==> config.mk <==
export PLATFORM = sky130hd
export DESIGN_NAME = wdog_flags
export DESIGN_NICKNAME = d
export VERILOG_FILES = /design/src/wdog_flags_pkg.sv /design/src/step_divider.sv /design/src/wdog_flags.sv
export VERILOG_INCLUDE_DIRS = /design/src
export SDC_FILE = /design/constraint.sdc
export NUM_CORES = 1
export LEC_CHECK = 0
export BUFFER_PORTS_ARGS = -buffer_cell sky130_fd_sc_hd__buf_2
export CORE_MARGIN = 1.5
export CORE_UTILIZATION = 45
export CTS_BUF_LIST = sky130_fd_sc_hd__clkbuf_8 sky130_fd_sc_hd__clkbuf_16
export CTS_CLUSTER_DIAMETER = 200
export CTS_CLUSTER_SIZE = 24
export DETAILED_ROUTE_END_ITERATION = 12
export PLACE_DENSITY_LB_ADDON = 0.3
export SETUP_SLACK_MARGIN = 0.05
export SYNTH_ARGS = -nofsm -noshare
export SYNTH_HDL_FRONTEND = slang
export SYNTH_SLANG_ARGS = --single-unit
==> constraint.sdc <==
create_clock -name clk_i -period 5.7 [get_ports clk_i]
set_input_delay 0.57 -clock clk_i [delete_from_list [all_inputs] [get_ports clk_i]]
set_output_delay 0.57 -clock clk_i [all_outputs]
set_load 0.005 [all_outputs]
==> src/wdog_flags_cfg.svh <==
// constants of the watchdog restart and reset-cause flag block
// assumes inclusion by bare name from package and modules
`ifndef WDOG_FLAGS_CFG_SVH
`define WDOG_FLAGS_CFG_SVH

// register offset on the internal register port
`define WD_FLAGS_OFFSET   8'h09

// field positions inside the flags register
`define WD_FAULT_BIT      7
`define WD_SUPPLY_BIT     6
`define WD_BACKUP_BIT     5
`define WD_KEY_MSB        3
`define WD_KEY_LSB        0

// restart key and timeout codes
`define WD_RESTART_KEY    4'ha
`define WD_CODE_INVALID   5'h00
`define WD_CODE_STOP      5'h1f
`define WD_CODE_MIN       5'h01

// reset values of the flags
`define WD_FLAG_RESET     1'b0

// timebase: clock rate and watchdog resolution
`define WD_CLK_HZ         25000000
`define WD_STEP_MS        100
`define WD_STEP_CYCLES    ((`WD_CLK_HZ / 1000) * `WD_STEP_MS)

`endif

==> src/wdog_flags_pkg.sv <==
// types shared by the watchdog restart and reset-cause flag block
// assumes the constants header is on the include path
package wdog_flags_pkg;
  `include "wdog_flags_cfg.svh"

  typedef logic [4:0] timeout_code_type;
  typedef logic [3:0] restart_key_type;
  typedef logic [7:0] reg_byte_type;
endpackage

==> src/step_divider.sv <==
// one-cycle enable pulse every CYCLES clocks, restartable
// assumes one clock domain and an asynchronous active-high reset
`timescale 1ns/100ps
module step_divider #(
  parameter int CYCLES = 2500000
) (
  // clock and reset
  input  wire logic clk_i,
  input  wire logic rst_i,
  // control
  input  wire logic clear_i,
  // enable pulse
  output logic      step_o
);
  localparam int W = (CYCLES > 1) ? $clog2(CYCLES) : 1;
  localparam logic [W-1:0] LAST = W'(CYCLES - 1);

  logic [W-1:0] count_reg;
  logic [W-1:0] count_next;
  logic         step_reg;
  logic         step_next;

  // next count and pulse; clear restarts a whole period
  always_comb begin
    count_next = count_reg;
    step_next  = 1'b0;
    if (clear_i) begin
      count_next = '0;
    end else if (count_reg == LAST) begin
      count_next = '0;
      step_next  = 1'b1;
    end else begin
      count_next = W'(count_reg + 1'b1);
    end
  end

  // registers
  always_ff @(posedge clk_i or posedge rst_i) begin
    if (rst_i) begin
      count_reg <= '0;
      step_reg  <= 1'b0;
    end else begin
      count_reg <= count_next;
      step_reg  <= step_next;
    end
  end

  assign step_o = step_reg;
endmodule

==> src/wdog_flags.sv <==
// watchdog restart logic and reset-cause flags, with the flags register
// assumes a register port already decoded from the serial interface,
// supervisor levels synchronous to clk_i, and flags held by backup power
//
// Behaviour
// every watchdog timeout sets the watchdog fault flag, enabled or not.
// while the supply is below the trip voltage the supply reset flag is set.
// the two reset-cause flags are independent and may both stay set.
// at power-up a low backup supply sets the backup low flag.
// software is expected to clear the backup low flag at initialisation.
// flags are set only by hardware, held until a write of zero clears them.
// writing key 1010b to the restart field restarts the count, others do not.
// timeout is code times 100 ms, code 0 acts as 100 ms, code 31 stops it.
`timescale 1ns/100ps
`include "wdog_flags_cfg.svh"
module wdog_flags
  import wdog_flags_pkg::*;
#(
  parameter int STEP_CYCLES = `WD_STEP_CYCLES
) (
  // clock and reset
  input  wire logic             clk_i,
  input  wire logic             rst_i,
  // register port
  input  wire logic             reg_wr_i,
  input  wire logic [7:0]       reg_addr_i,
  input  wire logic [7:0]       reg_wdata_i,
  output logic      [7:0]       reg_rdata_o,
  // supervisor inputs
  input  wire timeout_code_type timeout_select_field_i,
  input  wire logic             wdog_enable_i,
  input  wire logic             trip_voltage_low_i,
  input  wire logic             power_up_i,
  input  wire logic             backup_supply_low_i,
  // status outputs
  output logic                  watchdog_fault_flag_o,
  output logic                  supply_reset_flag_o,
  output logic                  backup_low_flag_o,
  output logic                  wdog_fault_o,
  output logic                  wdog_reset_req_o
);
  // register access decode
  logic            wr_hit;
  logic            restart;
  restart_key_type key_in;

  assign wr_hit  = reg_wr_i && (reg_addr_i == `WD_FLAGS_OFFSET);
  assign key_in  = reg_wdata_i[`WD_KEY_MSB:`WD_KEY_LSB];
  assign restart = wr_hit && (key_in == `WD_RESTART_KEY);

  // timebase of 100 ms steps
  logic stopped;
  logic step;

  assign stopped = (timeout_select_field_i == `WD_CODE_STOP);

  step_divider #(
    .CYCLES (STEP_CYCLES)
  ) u_step (
    .clk_i   (clk_i),
    .rst_i   (rst_i),
    .clear_i (restart || stopped),
    .step_o  (step)
  );

  // watchdog count in steps and timeout detection
  timeout_code_type count_reg;
  timeout_code_type count_next;
  timeout_code_type limit;
  logic [5:0]       count_inc;
  logic             fault_event;

  assign limit = (timeout_select_field_i == `WD_CODE_INVALID) ? `WD_CODE_MIN
                                                              : timeout_select_field_i;
  assign count_inc   = {1'b0, count_reg} + 6'h01;
  assign fault_event = step && !stopped && !restart && (count_inc >= {1'b0, limit});

  always_comb begin
    count_next = count_reg;
    if (restart || stopped) begin
      count_next = '0;
    end else if (fault_event) begin
      count_next = '0;
    end else if (step) begin
      count_next = count_inc[4:0];
    end
  end

  always_ff @(posedge clk_i or posedge rst_i) begin
    if (rst_i) begin
      count_reg <= '0;
    end else begin
      count_reg <= count_next;
    end
  end

  // reset-cause flags: a set in the same cycle as a clear wins
  logic wd_flag_reg;
  logic wd_flag_next;
  logic sup_flag_reg;
  logic sup_flag_next;
  logic bl_flag_reg;
  logic bl_flag_next;
  logic clr_wd;
  logic clr_sup;
  logic clr_bl;
  logic bl_event;

  assign clr_wd   = wr_hit && !reg_wdata_i[`WD_FAULT_BIT];
  assign clr_sup  = wr_hit && !reg_wdata_i[`WD_SUPPLY_BIT];
  assign clr_bl   = wr_hit && !reg_wdata_i[`WD_BACKUP_BIT];
  assign bl_event = power_up_i && backup_supply_low_i;

  // separate next values keep the two causes independent
  always_comb begin
    wd_flag_next  = fault_event || (wd_flag_reg && !clr_wd);
    sup_flag_next = trip_voltage_low_i || (sup_flag_reg && !clr_sup);
    bl_flag_next  = bl_event || (bl_flag_reg && !clr_bl);
  end

  always_ff @(posedge clk_i or posedge rst_i) begin
    if (rst_i) begin
      wd_flag_reg  <= `WD_FLAG_RESET;
      sup_flag_reg <= `WD_FLAG_RESET;
      bl_flag_reg  <= `WD_FLAG_RESET;
    end else begin
      wd_flag_reg  <= wd_flag_next;
      sup_flag_reg <= sup_flag_next;
      bl_flag_reg  <= bl_flag_next;
    end
  end

  // fault pulses: reset request only when the watchdog is enabled
  logic fault_reg;
  logic fault_next;
  logic rst_req_reg;
  logic rst_req_next;

  always_comb begin
    fault_next   = fault_event;
    rst_req_next = fault_event && wdog_enable_i;
  end

  always_ff @(posedge clk_i or posedge rst_i) begin
    if (rst_i) begin
      fault_reg   <= 1'b0;
      rst_req_reg <= 1'b0;
    end else begin
      fault_reg   <= fault_next;
      rst_req_reg <= rst_req_next;
    end
  end

  // read data: flags in the high bits, restart field reads zero
  reg_byte_type rdata_reg;
  reg_byte_type rdata_next;

  always_comb begin
    rdata_next = 8'h00;
    if (reg_addr_i == `WD_FLAGS_OFFSET) begin
      rdata_next[`WD_FAULT_BIT]  = wd_flag_reg;
      rdata_next[`WD_SUPPLY_BIT] = sup_flag_reg;
      rdata_next[`WD_BACKUP_BIT] = bl_flag_reg;
    end
  end

  always_ff @(posedge clk_i or posedge rst_i) begin
    if (rst_i) begin
      rdata_reg <= 8'h00;
    end else begin
      rdata_reg <= rdata_next;
    end
  end

  // outputs straight from flip-flops
  assign reg_rdata_o           = rdata_reg;
  assign watchdog_fault_flag_o = wd_flag_reg;
  assign supply_reset_flag_o   = sup_flag_reg;
  assign backup_low_flag_o     = bl_flag_reg;
  assign wdog_fault_o          = fault_reg;
  assign wdog_reset_req_o      = rst_req_reg;
endmodule

Yosys cells after proc, flatten, opt, wreduce, memory -nomap -nowiden
Index checks and enable logic that the tools add are counted.
Storage, ports and cells
  bits in registers: 36
  input bits: 28
  output and inout port bits: 13
  word-level logic and storage cells: 52
Operators by class
  add/subtract/negate cells: 2
  $lt $le $gt $ge: 1
  equality and inequality tests: 4
  multiplexer cells: 9
  reduce and logical (&&, ||, !) cells: 27
Operators by type and width (number)
  $mux W22: 2
  $add A22 B1 Y22 const B: 1
  $eq A22 B22 Y1 const B: 1
  $mux W5: 4
  $logic_and A1 B1 Y1: 13
  $eq A8 B4 Y1 const B: 1
  $logic_not A1 Y1: 8
  $add A5 B1 Y6 const B: 1
  $ge A6 B5 Y1: 1
  $eq A5 B5 Y1 const B: 1
  $logic_not A5 Y1: 1
  $eq A4 B4 Y1 const B: 1
  $logic_or A1 B1 Y1: 4
  $mux W3: 1
  $reduce_bool A3 Y1: 1
  $mux W1: 2

Logic depth before layout (Yosys ltp)
Gate-level depths: netlist (run 1).
  depth after elaboration: 8
  mapped depth: 8
  mapped depth without buffers: 8

By module
A second synthesis (run 1) with hierarchy kept.
Second synthesis, totals
  cells, all modules: 202
  area total of the unflattened synthesis: 2028.2 um2
By module, submodules not included
  step_divider: times used 1, cells an instance 116, area an instance 1157.4 um2, seq. area each 575.6 um2
  wdog_flags: times used 1, cells an instance 86, area an instance 870.8 um2, seq. area each 325.3 um2

Worst setup path after synthesis (run 1)
Ideal clock, no wire load.
  path kind: in2reg
  start: input port timeout_select_field_i[3]
  end: register wd_flag_reg, in the netlist watchdog_fault_flag_o
  library setup time: 0.130 ns
  data arrival time: 2.084 ns
  required time: 5.570 ns
  setup slack: 3.486 ns
  cell stages on the path: 7
  path buffers: 0
  cells stage by stage: inv_1 -> a41o_1 -> ha_1 -> nand2b_1 -> a2111oi_2 -> o21a_1 -> o31ai_1
On the way
  word-level cells in the longest chain between the ends: 6
  elaborated cells on any way between the ends: 9
  those cells by class: 1 x order compare; 1 x eq/ne; 1 x mux; 6 x reduce/logical
RTL lines
  start: declaration: RTL line wdog_flags.sv:30  | input wire timeout_code_type timeout_select_field_i,
  parallel branches: the longest is 4 deep, another holds $ge A6 B5 Y1
  $logic_and A1 B1 Y1 *: RTL line wdog_flags.sv:76  | assign fault_event = step && !stopped && !restart && (count_inc >= {1'b0, limit});
  $logic_or A1 B1 Y1 *: RTL line wdog_flags.sv:116  | wd_flag_next = fault_event || (wd_flag_reg && !clr_wd);
  named net wd_flag_next: RTL line wdog_flags.sv:99  | logic wd_flag_next;
  end signal: assignment: RTL line wdog_flags.sv:123  | wd_flag_reg <= `WD_FLAG_RESET;
  end signal: assignment: RTL line wdog_flags.sv:127  | wd_flag_reg <= wd_flag_next;
  end: declaration: RTL line wdog_flags.sv:98  | logic wd_flag_reg;
Mark *: on every way through the listed nets, which the timed path passes.
A chain may end at the register's enable or synchronous reset.

Final worst setup path (run 1)
  start: register u_step.count_reg[0]
  end: register u_step.count_reg[6]
On the way
  word-level cells in the longest chain between the ends: 3
  elaborated cells on any way between the ends: 4
  those cells by class: 1 x add/sub; 1 x eq/ne; 2 x mux
RTL lines
  start: declaration: RTL line step_divider.sv:18  | logic [W-1:0] count_reg;
  start signal: assignment: RTL line step_divider.sv:43  | count_reg <= count_next;
  $add A22 B1 Y22 / $eq A22 B22 Y1 (equally long branches): RTL line step_divider.sv:33, step_divider.sv:29
  $mux W22 *: RTL line step_divider.sv:29  | end else if (count_reg == LAST) begin
  $mux W22 *: RTL line step_divider.sv:27  | if (clear_i) begin
  named net u_step.count_next[6]: RTL line step_divider.sv:19  | logic [W-1:0] count_next;
Mark *: on every way through the listed nets, which the timed path passes. The rest lies on a longest branch.

==> impl_summary.md, run 1 <==
Global routing
The via count of the first global-routing pass is 1,512. The total global routing overflow is 0. The first global-routing pass estimated approximately 6.7 mm of wire.

For this run, the total global-route usage over all layers was measured as 0.172. Entering global routing, the biggest net connects 37 pins. The number of antenna violations at the first check in global routing is 0.

Finish
Of the cells placed in the final design, the portion with a size suffix greater than 1 is 0.230. At the end of the flow, the number of nets in the layout was 277. Once layout is complete, the cells apart from fillers number a little under 300. For this run, the share of the core covered by cells in the final layout is 0.548. The filler cell count in the final layout is 389.

The flip-flop count of the largest register after layout is 22. From synthesis to final layout, the design area changed by 18.4%. The diode insertion count for antenna repair is 0.

Floorplanning
The die footprint is ~4900 sq um. The die is 69.7 um wide. between 40 and 50 I/O pins were placed. The total number of placement rows is 24. The die outline height is around 70 um. The core box area is 4320 sq um. For this configuration, the core starts out at a cell density of 0.463.

STA
The final-report setup violation count is 0. The post-route fraction of the period consumed by the critical path is 0.424. The final hold violation count is 0.

The slew at the pin closest to its max-slew limit is about 700 ps. The normalized max-slew margin is 0.534. The max-slew violation count is 0.

The final period demand of the worst path is 2420 ps. The achievable frequency is roughly 0.41 GHz. Across the routed clock network, the largest skew measured is approximately 6.7 ps.

The post-route setup TNS is 0 ps. Setup repair after global routing left no endpoint under its margin. The least setup slack across all paths after layout is about 3300 ps.

Route
For this run, the detailed router's first-pass iteration total came to 4. The final routed DRC violation total is 0. Across all layers, the routed design uses 1,625 vias.

The DRC marker count from the first detailed-route iteration is 64. The routed design has around 3.9 mm of wire. After detailed routing, the average wire length per cell comes to roughly 13 um. The number of nets still failing antenna checks after routing is 0. The via count normalized by instance count is ~5.5.

Setup path
By startpoint and endpoint, the worst setup path is classified as flop to flop. The cell type of the slowest stage on the worst timing path is sky130_fd_sc_hd__or4_2. The critical path goes through ha_1 > nand4_1 > or4_2 > nor2_1 > buf_4 > nor3_1. The largest single stage delay on the critical path is 670 ps. The type of element capturing the critical path is a flop.

STA puts the critical path data arrival time at about 2600 ps. The required time reported for the critical path endpoint is roughly 5900 ps. STA classifies the critical path startpoint as a flop. The top fanout value on the critical path is 16.

Place
OpenSTA, run right after detailed placement, puts the worst setup slack at 3180 ps. The number of buffers added on ports is 34. The routability congestion estimate from global placement is around 0.78. The placed cell count is around 290.

The total half-perimeter wirelength after legalization and detailed placement is 2.66 mm.

Logic synthesis
Among all flip-flop cells after synthesis, the most frequent one is sky130_fd_sc_hd__dfrtp_1. In this run the cell area of the synthesized design comes to about 2000 sq um. The post-synthesis area per instance is between 9 and 10 sq um. The yosys synthesis warning count is 0. In this run, synthesis produced a sequential element count of 36. The sequential fraction of the synthesis area is 0.450. The number of different library cells in the post-synthesis netlist is 40. Counting flops with a built-in enable in the synthesized netlist gives 0.

The post-synthesis cell count is 206. The async set or reset register ratio after synthesis is 1.00.

Power and ir drop
The highest ir drop seen on vdd is about 0.25 mV. The total power consumption of the routed design is 0.792 mW. Internal power comes to ~0.58 mW. Summed over all nets, the switching power comes to 0.211 mW. The switching portion of total power is 0.267. In this run the power density over the cells is around 330 nW/um^2. The share of total power in sequential cells is 0.456.

Of the total power, combinational logic draws 0.149. The analysis attributes to cell leakage a power of 1.03 nW. The share of total power dissipated in the clock network is 0.394.

Job
The number of violations of the max-capacitance limit is 0.

Min path
The path class of the tightest hold or removal check is input port to asynchronous set/reset pin.

Clock network
The CTS tree is built. The root buffer cell is sky130_fd_sc_hd__clkbuf_8. Counting every sink on the clock net gives 36. The H-tree level count is 2. The number of gates resized after CTS was 0.

The number of buffers inserted during clock tree synthesis is 5. Clock-pin slew was measured on the worst setup and hold paths at roughly 80 ps. The maximum buffer depth of the clock tree is 2. The later-pin clock latency in the skew report is 290 ps. Buffers added to address setup during post-CTS repair amount to 0.

The post-cts hold buffer count is 0.

Status
The run finished with clean final reports.
-- critical path: cells and delay by family, from the launching register on --
kind | cells | cell delay, ps
DFF | 1 | 400
adders and majority gates | 1 | 250
buffers and inverters | 1 | 310
and+or+nand+nor | 4 | 1320
-- per-stage QoR --
step	hold slack [ps]	instance area [sq um]
final	370	2370
after global routing	423	2370
after CTS	383	2370
after detailed placement	510	2210
after global placement	498	2210
after floorplan	486	2020
-- per-layer routing --
metal	global-route usage	vias up	part of all wire
li1	-	825	-
met1	0.217	754	0.46
met2	0.286	40	0.47
met3	0.0465	6	0.056
met4	0.0620	0	0.015
met5	0	-	0
-- layout make-up --
type / instances / area (sq um) / share of cell area
Clock buffer: 5 / 68.8 / 0.0290
Clock inverter: 3 / 90.1 / 0.0380
Inverter: 12 / 45.0 / 0.0190
Multi-Input combinational cell: 150 / 1010 / 0.425
Sequential cell: 36 / 901 / 0.380
Tap cell: 52 / 65.1 / 0.0275
Timing Repair Buffer: 37 / 193 / 0.0813
-- cell usage in the layout, fill, tap and decap left out, types with 2 or more instances in the layout --
| cell type | n |
|---|---|
| sky130_fd_sc_hd__nand2b_1 | 2 |
| sky130_fd_sc_hd__nand4_1 | 8 |
| sky130_fd_sc_hd__clkbuf_8 | 5 |
| sky130_fd_sc_hd__dfrtp_1 | 36 |
| sky130_fd_sc_hd__buf_4 | 3 |
| sky130_fd_sc_hd__and3_1 | 6 |
| sky130_fd_sc_hd__inv_1 | 11 |
| sky130_fd_sc_hd__a211oi_1 | 2 |
| sky130_fd_sc_hd__nor3_1 | 19 |
| sky130_fd_sc_hd__a211oi_2 | 5 |
| sky130_fd_sc_hd__bufinv_16 | 3 |
| sky130_fd_sc_hd__conb_1 | 5 |
| sky130_fd_sc_hd__nor4bb_1 | 2 |
| sky130_fd_sc_hd__nor4_1 | 5 |
| sky130_fd_sc_hd__o21a_1 | 2 |
| sky130_fd_sc_hd__nand3_1 | 10 |
| sky130_fd_sc_hd__buf_2 | 34 |
| sky130_fd_sc_hd__nor2_1 | 4 |
| sky130_fd_sc_hd__xnor2_1 | 11 |
| sky130_fd_sc_hd__nand2_1 | 13 |
| sky130_fd_sc_hd__or3_1 | 7 |
| sky130_fd_sc_hd__xor2_1 | 5 |
| sky130_fd_sc_hd__or4_1 | 2 |
| sky130_fd_sc_hd__a21oi_1 | 4 |
| sky130_fd_sc_hd__a31oi_1 | 3 |
| sky130_fd_sc_hd__ha_1 | 7 |
| sky130_fd_sc_hd__o21ai_0 | 12 |
| sky130_fd_sc_hd__o2111ai_1 | 4 |
-- synthesized netlist by cell type, types with 3 or more instances --
library cell                count  area [sq um]
sky130_fd_sc_hd__a211oi_2       5          62.6
sky130_fd_sc_hd__a21oi_1        4          20.0
sky130_fd_sc_hd__a31oi_1        3          18.8
sky130_fd_sc_hd__and3_1         6          37.5
sky130_fd_sc_hd__buf_2          4          20.0
sky130_fd_sc_hd__buf_4          5          37.5
sky130_fd_sc_hd__clkbuf_1       3          11.3
sky130_fd_sc_hd__dfrtp_1       36           901
sky130_fd_sc_hd__ha_1           7          87.6
sky130_fd_sc_hd__inv_1         11          41.3
sky130_fd_sc_hd__nand2_1       13          48.8
sky130_fd_sc_hd__nand3_1       10          50.1
sky130_fd_sc_hd__nand4_1        8          50.1
sky130_fd_sc_hd__nor2_1         4          15.0
sky130_fd_sc_hd__nor3_1        19          95.1
sky130_fd_sc_hd__nor4_1         5          31.3
sky130_fd_sc_hd__o2111ai_1      4          35.0
sky130_fd_sc_hd__o21ai_0       12          60.1
sky130_fd_sc_hd__or3_1          7          43.8
sky130_fd_sc_hd__xnor2_1       11          96.3
sky130_fd_sc_hd__xor2_1         5          43.8
-- power groups by stage --
| stage | logic (mW) | clock network [mW] | registers [mW] |
|---|---|---|---|
| after floorplan | 0.0963 | 0 | 0.351 |
| after CTS | 0.120 | 0.316 | 0.361 |
| after detailed placement | 0.118 | 0 | 0.364 |
| after global routing | 0.139 | 0.325 | 0.371 |
| after global placement | 0.116 | 0 | 0.364 |
| final | 0.118 | 0.312 | 0.361 |
-- worst paths after layout --
path                                      from              endpoint  slack, ps  cells after the start
setup / recovery           u_step.count_reg[0]   u_step.count_reg[6]       3280                      6
hold / removal                           rst_i  u_step.count_reg[11]        370                      3
setup reg to reg           u_step.count_reg[0]   u_step.count_reg[6]       3280                      6
hold reg to reg            u_step.count_reg[0]   u_step.count_reg[0]        520                      1
max in group asynchronous                rst_i  u_step.count_reg[14]       5010                      3
min in group clk_i         backup_supply_low_i     backup_low_flag_o        470                      3
-- kinds of logic (layout without fill, tap and decap cells) --
family / count (synthesis) / after routing / share of synthesized area
DFF: 36 / 36 / 0.450
AOI/OAI and AO/OA: 37 / 37 / 0.135
and+or+nand+nor: 85 / 85 / 0.242
other: 1 / 5 / 0.00187
buffers and inverters: 24 / 57 / 0.0569
xor gates and xnor gates: 16 / 16 / 0.0700
adders and majority gates: 7 / 7 / 0.0438
Note: power is estimated with default switching activity, not from simulation.
==> inputs of run 2 (changes only) <==
==> constraint.sdc (replaced) <==
create_clock -name clk_i -period 2.3 [get_ports clk_i]
set_input_delay 0.23 -clock clk_i [delete_from_list [all_inputs] [get_ports clk_i]]
set_output_delay 0.23 -clock clk_i [all_outputs]
set_load 0.005 [all_outputs]
==> run 2 against run 1 <==
  * Sequential share of layout area down 0.22 points
  * Highest routed layer unchanged
  * Clock power up 48%
  * Register-to-register slack worse by 3100 ps
  * Critical path depth down 1
  * Combinational power rose to 2.6 times the previous value
  * Clock skew down 0.74 ps
  * Clock-buffer cell count up 1
  * Via count up 3.2%
==> impl_summary.md, run 2 (synthesized netlist as in run 1, its figures left out) <==
Clock network
The later-pin clock latency in the skew report is 290 ps (about the same). The root buffer cell is sky130_fd_sc_hd__clkbuf_8. The TritonCTS sink count is 36 (unchanged).

The maximum buffer depth of the clock tree is 2 (unchanged). The H-tree level count was 2 (unchanged). The post-cts hold buffer count was 0 (unchanged). The number of buffers inserted during clock tree synthesis is 5 (unchanged). TritonCTS built the clock tree. The clock slew at the register clock pins of the worst setup and hold paths came to 70 ps (about the same).

Global routing
The global-route wire length before repair is 6.89 mm (+3.2%). The most used routing layer in global routing is met2. The met3 layer usage reported by global route is 0.0523 (+0.00581). The via count of the first global-routing pass was 1,546 (+2.2%). The number of antenna violations at the first check in global routing came to 0 (unchanged). The met2 track utilization from global routing is 0.298 (+0.0118). The largest net degree at the start of global routing is 37 (unchanged).

The met1 demand-to-capacity share in global routing came to 0.221 (+0.00336). The combined global-route utilization of all metal layers is 0.174 (+0.00144). The total global routing overflow is 0 (unchanged).

Route
The average detailed-routed wire length per instance is 13.6 um (+3.7%). The detailed-router iteration count before antenna repair is 4 (unchanged). The DRC marker count from the first detailed-route iteration is 103 (+61%). The final routed DRC violation total is 0 (unchanged). The via count normalized by instance count is 5.53 (+0.48%). The overall routed net length is 4.13 mm (+6.6%).

The via count is 1,677 (+3.2%). The number of nets still failing antenna checks after routing came to 0 (unchanged).

STA
The achievable frequency is 0.478 GHz (+16%). The slew at the pin closest to its max-slew limit is 529 ps (-169 ps). The clock skew is 5.96 ps (-0.738 ps). The final hold violation count came to 0 (unchanged). The post-route setup TNS is 0 ps (unchanged).

The final period demand of the worst path is 2090 ps (-327 ps). The least setup slack across all paths after layout is 209 ps (-3070 ps). The normalized max-slew margin is 0.644 (+0.110). The final-report setup violation count is 0 (unchanged). The post-route fraction of the period consumed by the critical path was 0.909 (+0.485). The max-slew violation count came to 0 (unchanged). Setup repair after global routing left no endpoint under its margin.

Finish
The final cell count without fillers is 303 (+2.7%). The count of nets after finishing is 285 (+2.9%). The proportion of layout cells with a drive suffix above 1 is 0.259 (+0.0285). The diode insertion count for antenna repair is 0 (unchanged). The flip-flop count of the largest register after layout is 22 (unchanged). Leaving out fill and tap cells, the most frequent cell in the layout is sky130_fd_sc_hd__dfrtp_1. The relative area change from synthesis to final layout is 19.1%. The top cell types in the final layout, fill and taps aside, are sky130_fd_sc_hd__dfrtp_1, sky130_fd_sc_hd__buf_2, sky130_fd_sc_hd__nor3_1.

Setup path
The worst path buffer plus inverter count was 0 (-1). The type of element capturing the critical path is a flop. The dominant delay contributor by cell family on the critical path is simple AND/OR/NAND/NOR gates. The critical path in this run is classified as flop to flop. The arrival time at the worst endpoint is 2290 ps (-280 ps). The type of origin of the critical path is a flop. The required time reported for the critical path endpoint came to 2500 ps (-3360 ps). The top fanout value on the critical path came to 7 (-9).

The critical path's largest stage delay is 600 ps (-70 ps). The critical path goes through ha_1 > nand4_1 > or4_4 > or3_1 > a211oi_2. The slowest stage of the critical path belongs to the cell sky130_fd_sc_hd__or4_4.

Place
The placed cell count is 292 (+1.7%). The routability congestion estimate from global placement came to 0.771 (-1.4%). The number of buffers added on ports came to 34 (unchanged). The worst-case setup slack after placement is 73.3 ps (-3100 ps). The total half-perimeter wirelength after legalization and detailed placement was 2.83 mm (+6.2%).

Floorplanning
The floorplan die width is 69.7 um (unchanged). The initial core utilization is 0.463 (unchanged). The core box area came to 4320 sq um (unchanged). The die outline height is 69.7 um (unchanged). The total number of placement rows was 24 (unchanged). The boundary pin count is 41 (unchanged). The die footprint is 4850 sq um (unchanged).

Power and ir drop
The total power per unit cell area is 701 nW/um^2 (+110%). The highest ir drop seen on vdd is 0.440 mV (+79%). The static leakage power is 1.04 nW (+1.4%).

Status
The flow ran to the end, and the final reports show no timing, DRC or antenna violations.

Min path
The worst hold path class is input port to asynchronous set/reset pin.

Job
The number of violations of the max-capacitance limit came to 0 (unchanged).
-- run 2: through the flow --
step / utilization / power, mW / instance area (sq um) / hold WS [ps]
floorplan: - / 1.11 / 2020 / 335
global placement: 0.523 / 1.20 / 2260 / 359
detailed placement: 0.523 / 1.21 / 2260 / 362
CTS: 0.545 / 1.68 / 2360 / 52.6
global route: 0.551 / 1.77 / 2380 / 76.8
finish: 0.551 / 1.67 / 2380 / 26.9
-- run 2: final timing paths --
check / from / cells past startpoint / slack [ps] / end
max: u_step.count_reg[0] / 5 / 210 / u_step.count_reg[18]
max in group asynchronous: rst_i / 3 / 1940 / u_step.count_reg[14]
min reg2reg: backup_low_flag_o / 1 / 520 / reg_rdata_o[5]
min in group clk_i: trip_voltage_low_i / 2 / 130 / supply_reset_flag_o
max reg2reg: u_step.count_reg[0] / 5 / 210 / u_step.count_reg[18]
min: rst_i / 3 / 30 / backup_low_flag_o
-- run 2: metal layers --
metal | routed length (um) | vias to the layer above
li1 | - | 847
met5 | 0 | -
met1 | 1930 | 777
met2 | 1920 | 51
met4 | 17 | 0
met3 | 263 | 2
-- run 2: where the power goes --
group,switching [mW],leakage [nW],internal (mW)
logic,0.146,0.532,0.164
clock network,0.222,0.0510,0.239
registers,0.154,0.460,0.745
-- run 2: cell type report --
| type | count | area, sq um |
|---|---|---|
| Fill cell | 396 | 1940 |
| Timing Repair Buffer | 45 | 269 |
| Tap cell | 52 | 65.1 |
| Clock inverter | 2 | 10.0 |
| Sequential cell | 36 | 901 |
| Inverter | 12 | 45.0 |
| Multi-Input combinational cell | 150 | 1010 |
| Clock buffer | 6 | 82.6 |
-- run 2: worst register-to-register path: cells and delay by family (launching register included) --
family / cells / cell delay (ps)
AOI/OAI and AO/OA: 1 / 210
adders and majority gates: 1 / 240
DFF: 1 / 420
and+or+nand+nor: 3 / 1140
-- run 2: repair_timing --
action,CTS,global route
resized for setup,1,1
pin swaps,0,1
endpoints found under the hold margin,0,0
buffers inserted,0,3
endpoints found under the setup margin,1,14
==> inputs of run 3 (changes only) <==
--- a/config.mk
+++ b/config.mk
@@ -7,7 +7,6 @@
 export NUM_CORES = 1
 export LEC_CHECK = 0
 export BUFFER_PORTS_ARGS = -buffer_cell sky130_fd_sc_hd__buf_2
-export CORE_MARGIN = 1.5
 export CORE_UTILIZATION = 45
 export CTS_BUF_LIST = sky130_fd_sc_hd__clkbuf_8 sky130_fd_sc_hd__clkbuf_16
 export CTS_CLUSTER_DIAMETER = 200
==> run 3 against run 2 <==
  * Die area fell by 2.8%
  * Routed wire length down 4.0%
  * Critical path depth did not move
  * First-iteration DRC count up 3.9%
  * Largest cell class unchanged
  * Sequential share of layout area is 0.58 points higher
  * Register-to-register slack hardly changed
  * Sequential cell count is the same
  * Critical endpoint unchanged
==> impl_summary.md, run 3 (synthesized netlist as in run 1, its figures left out) <==
Status
The run finished with clean final reports.

Global routing
The global-route wire length before repair is 6.55 mm (-4.9%). The number of antenna violations at the first check in global routing is 0 (unchanged). The via count of the first global-routing pass came to 1,498 (-3.1%). The total global routing overflow is 0 (unchanged). The combined global-route utilization of all metal layers was 0.191 (+0.0167). The largest net degree at the start of global routing came to 37 (unchanged).

Floorplanning
The die outline height is 68.7 um (-1.4%). The die footprint is 4720 sq um (-2.8%). The boundary pin count is 41 (unchanged). The initial core utilization is 0.483 (+0.0201). The core box area is 4140 sq um (-4.2%). The total number of placement rows is 23 (-4.2%).

The floorplan die width is 68.7 um (-1.4%).

Clock network
The number of buffers inserted during clock tree synthesis is 5 (unchanged). The clock slew at the register clock pins of the worst setup and hold paths was 70 ps (about the same). The H-tree level count came to 2 (unchanged). The cell sitting at the root of the clock tree is a sky130_fd_sc_hd__clkbuf_8.

TritonCTS built the clock tree. The maximum buffer depth of the clock tree came to 2 (unchanged). The TritonCTS sink count is 36 (unchanged).

The post-cts hold buffer count is 0 (unchanged). The later-pin clock latency in the skew report is 290 ps (about the same).

Finish
The post-layout utilization of the core was 0.566 (+0.0152). In the layout the commonest cells are sky130_fd_sc_hd__dfrtp_1, sky130_fd_sc_hd__buf_2, sky130_fd_sc_hd__nor3_1. The register cell area after layout was 901 sq um (unchanged). The flip-flop count of the largest register after layout is 22 (unchanged). The proportion of layout cells with a drive suffix above 1 was 0.245 (-0.0141).

The count of nets after finishing is 280 (-1.8%). The diode insertion count for antenna repair was 0 (unchanged). The filler cell count in the final layout is 375 (-5.3%). From synthesis to final layout, the design area changed by 17.3%. The area taken by multi-input logic gates is 1010 sq um (+0.37%). The library cell used most frequently in the layout, excluding fill and tap cells, is sky130_fd_sc_hd__dfrtp_1.

STA
The final period demand of the worst path came to 2100 ps (+10.5 ps). The final-report setup violation count is 0 (unchanged). The max-slew violation count is 0 (unchanged). The slew at the pin closest to its max-slew limit is 534 ps (+4.70 ps). The normalized max-slew margin is 0.639 (-0.00473).

The final hold violation count came to 0 (unchanged). The post-route setup TNS was 0 ps (unchanged). The achievable frequency came to 0.476 GHz (-0.50%). Setup repair after global routing left no endpoint under its margin.

The post-route fraction of the period consumed by the critical path is 0.914 (+0.00458). The clock skew came to 4.72 ps (-1.24 ps).

Power and ir drop
The total power per unit cell area is 717 nW/um^2 (+2.3%). The total power consumption of the routed design is 1.68 mW (+0.69%). The switching portion of total power is 0.306 (-0.00705). The clock network fraction of design power was 0.285 (+0.009).

The share of total power in combinational logic is 0.180 (-0.006). The total net switching power was 0.515 mW (-1.6%). The internal power summed over all cells is 1.17 mW (+1.7%). The share of total power in sequential cells is 0.536 (-0.002). The static leakage power came to 1.02 nW (-2.2%).

The highest ir drop seen on vdd was 0.448 mV (+1.7%).

Place
The number of buffers added on ports is 34 (unchanged). The routability congestion estimate from global placement is 0.775 (+0.56%). The total half-perimeter wirelength after legalization and detailed placement is 2.79 mm (-1.2%).

Route
The via count is 1,658 (-1.1%). The via count normalized by instance count is 5.62 (+1.5%). The overall routed net length was 3.96 mm (-4.0%). The DRC marker count from the first detailed-route iteration is 107 (+3.9%). The number of nets still failing antenna checks after routing came to 0 (unchanged). The average detailed-routed wire length per instance was 13.4 um (-1.4%). The final routed DRC violation total is 0 (unchanged). The detailed-router iteration count before antenna repair is 4 (unchanged).

Setup path
The reg-to-reg endpoint is u_step.count_reg[18]. The arrival time at the worst endpoint is 2310 ps (+20 ps). The type of the setup path with the least slack is flop to flop. The top fanout value on the critical path came to 7 (unchanged). The worst-case reg-to-reg path depth is 5 (unchanged). The required time reported for the critical path endpoint is 2510 ps (about the same). The startpoint identified for the worst register-to-register timing path is u_step.count_reg[0].

The setup slack of the worst register-to-register path is 200 ps (about the same). STA classifies the critical path startpoint as a flop. The worst setup path is captured at a flop.

Min path
The worst hold path class is input port to asynchronous set/reset pin.

Job
The number of violations of the max-capacitance limit is 0 (unchanged).
[run 3: area by class of cell]
| class | count | area share |
|---|---|---|
| tap | 50 | 0.0267 |
| clock buffer | 7 | 0.0410 |
| timing repair buffer | 40 | 0.0970 |
| sequential | 36 | 0.384 |
| multi-input combinational | 150 | 0.432 |
| inverter | 12 | 0.0192 |
[run 3: what timing repair did]
item / CTS / global route
gates resized for setup: 0 / 2
setup buffers: 0 / 1
setup endpoints to repair: 0 / 13
[run 3: power groups by stage]
| stage | clock network, mW | logic [mW] | registers [mW] |
|---|---|---|---|
| after floorplan | 0 | 0.239 | 0.870 |
| after global placement | 0 | 0.289 | 0.904 |
| after detailed placement | 0 | 0.299 | 0.908 |
| after CTS | 0.494 | 0.303 | 0.898 |
| after global routing | 0.520 | 0.350 | 0.924 |
| final | 0.479 | 0.302 | 0.902 |
[run 3: metrics by stage]
step,std cells,worst slack [ps],hold slack [ps],instance area (sq um)
2_1_floorplan,210,269,335,2020
3_3_place_gp,287,113,357,2240
3_5_place_dp,287,63.6,356,2240
4_1_cts,294,53.4,46.8,2330
5_1_grt,295,80.7,74.0,2350
6_report,295,198,27.7,2350
[run 3: worst max path at each step]
stage | from | endpoint | slack [ps]
6_report | u_step.count_reg[0] | u_step.count_reg[18] | 200
5_1_grt | count_reg[0] | count_reg[2] | 80
4_1_cts | u_step.count_reg[0] | u_step.count_reg[18] | 50
3_5_place_dp | u_step.count_reg[0] | u_step.count_reg[18] | 60
3_3_place_gp | u_step.count_reg[0] | u_step.count_reg[18] | 110
2_1_floorplan | u_step.count_reg[0] | u_step.count_reg[18] | 270
[run 3: metal layers]
layer | GRT usage | part of all wire | vias to the layer above
met5 | 0 | 0 | -
met4 | 0.0625 | 0.014 | 0
met3 | 0.0641 | 0.047 | 6
met2 | 0.303 | 0.44 | 38
met1 | 0.242 | 0.50 | 782
li1 | - | - | 832
[run 3: worst max-delay path, cell delays in order, from the launching register on]
cell	delay, ps
sky130_fd_sc_hd__dfrtp_1	400
sky130_fd_sc_hd__ha_1	250
sky130_fd_sc_hd__nand4_1	170
sky130_fd_sc_hd__or4_4	610
sky130_fd_sc_hd__or3_1	380
sky130_fd_sc_hd__a211oi_2	210
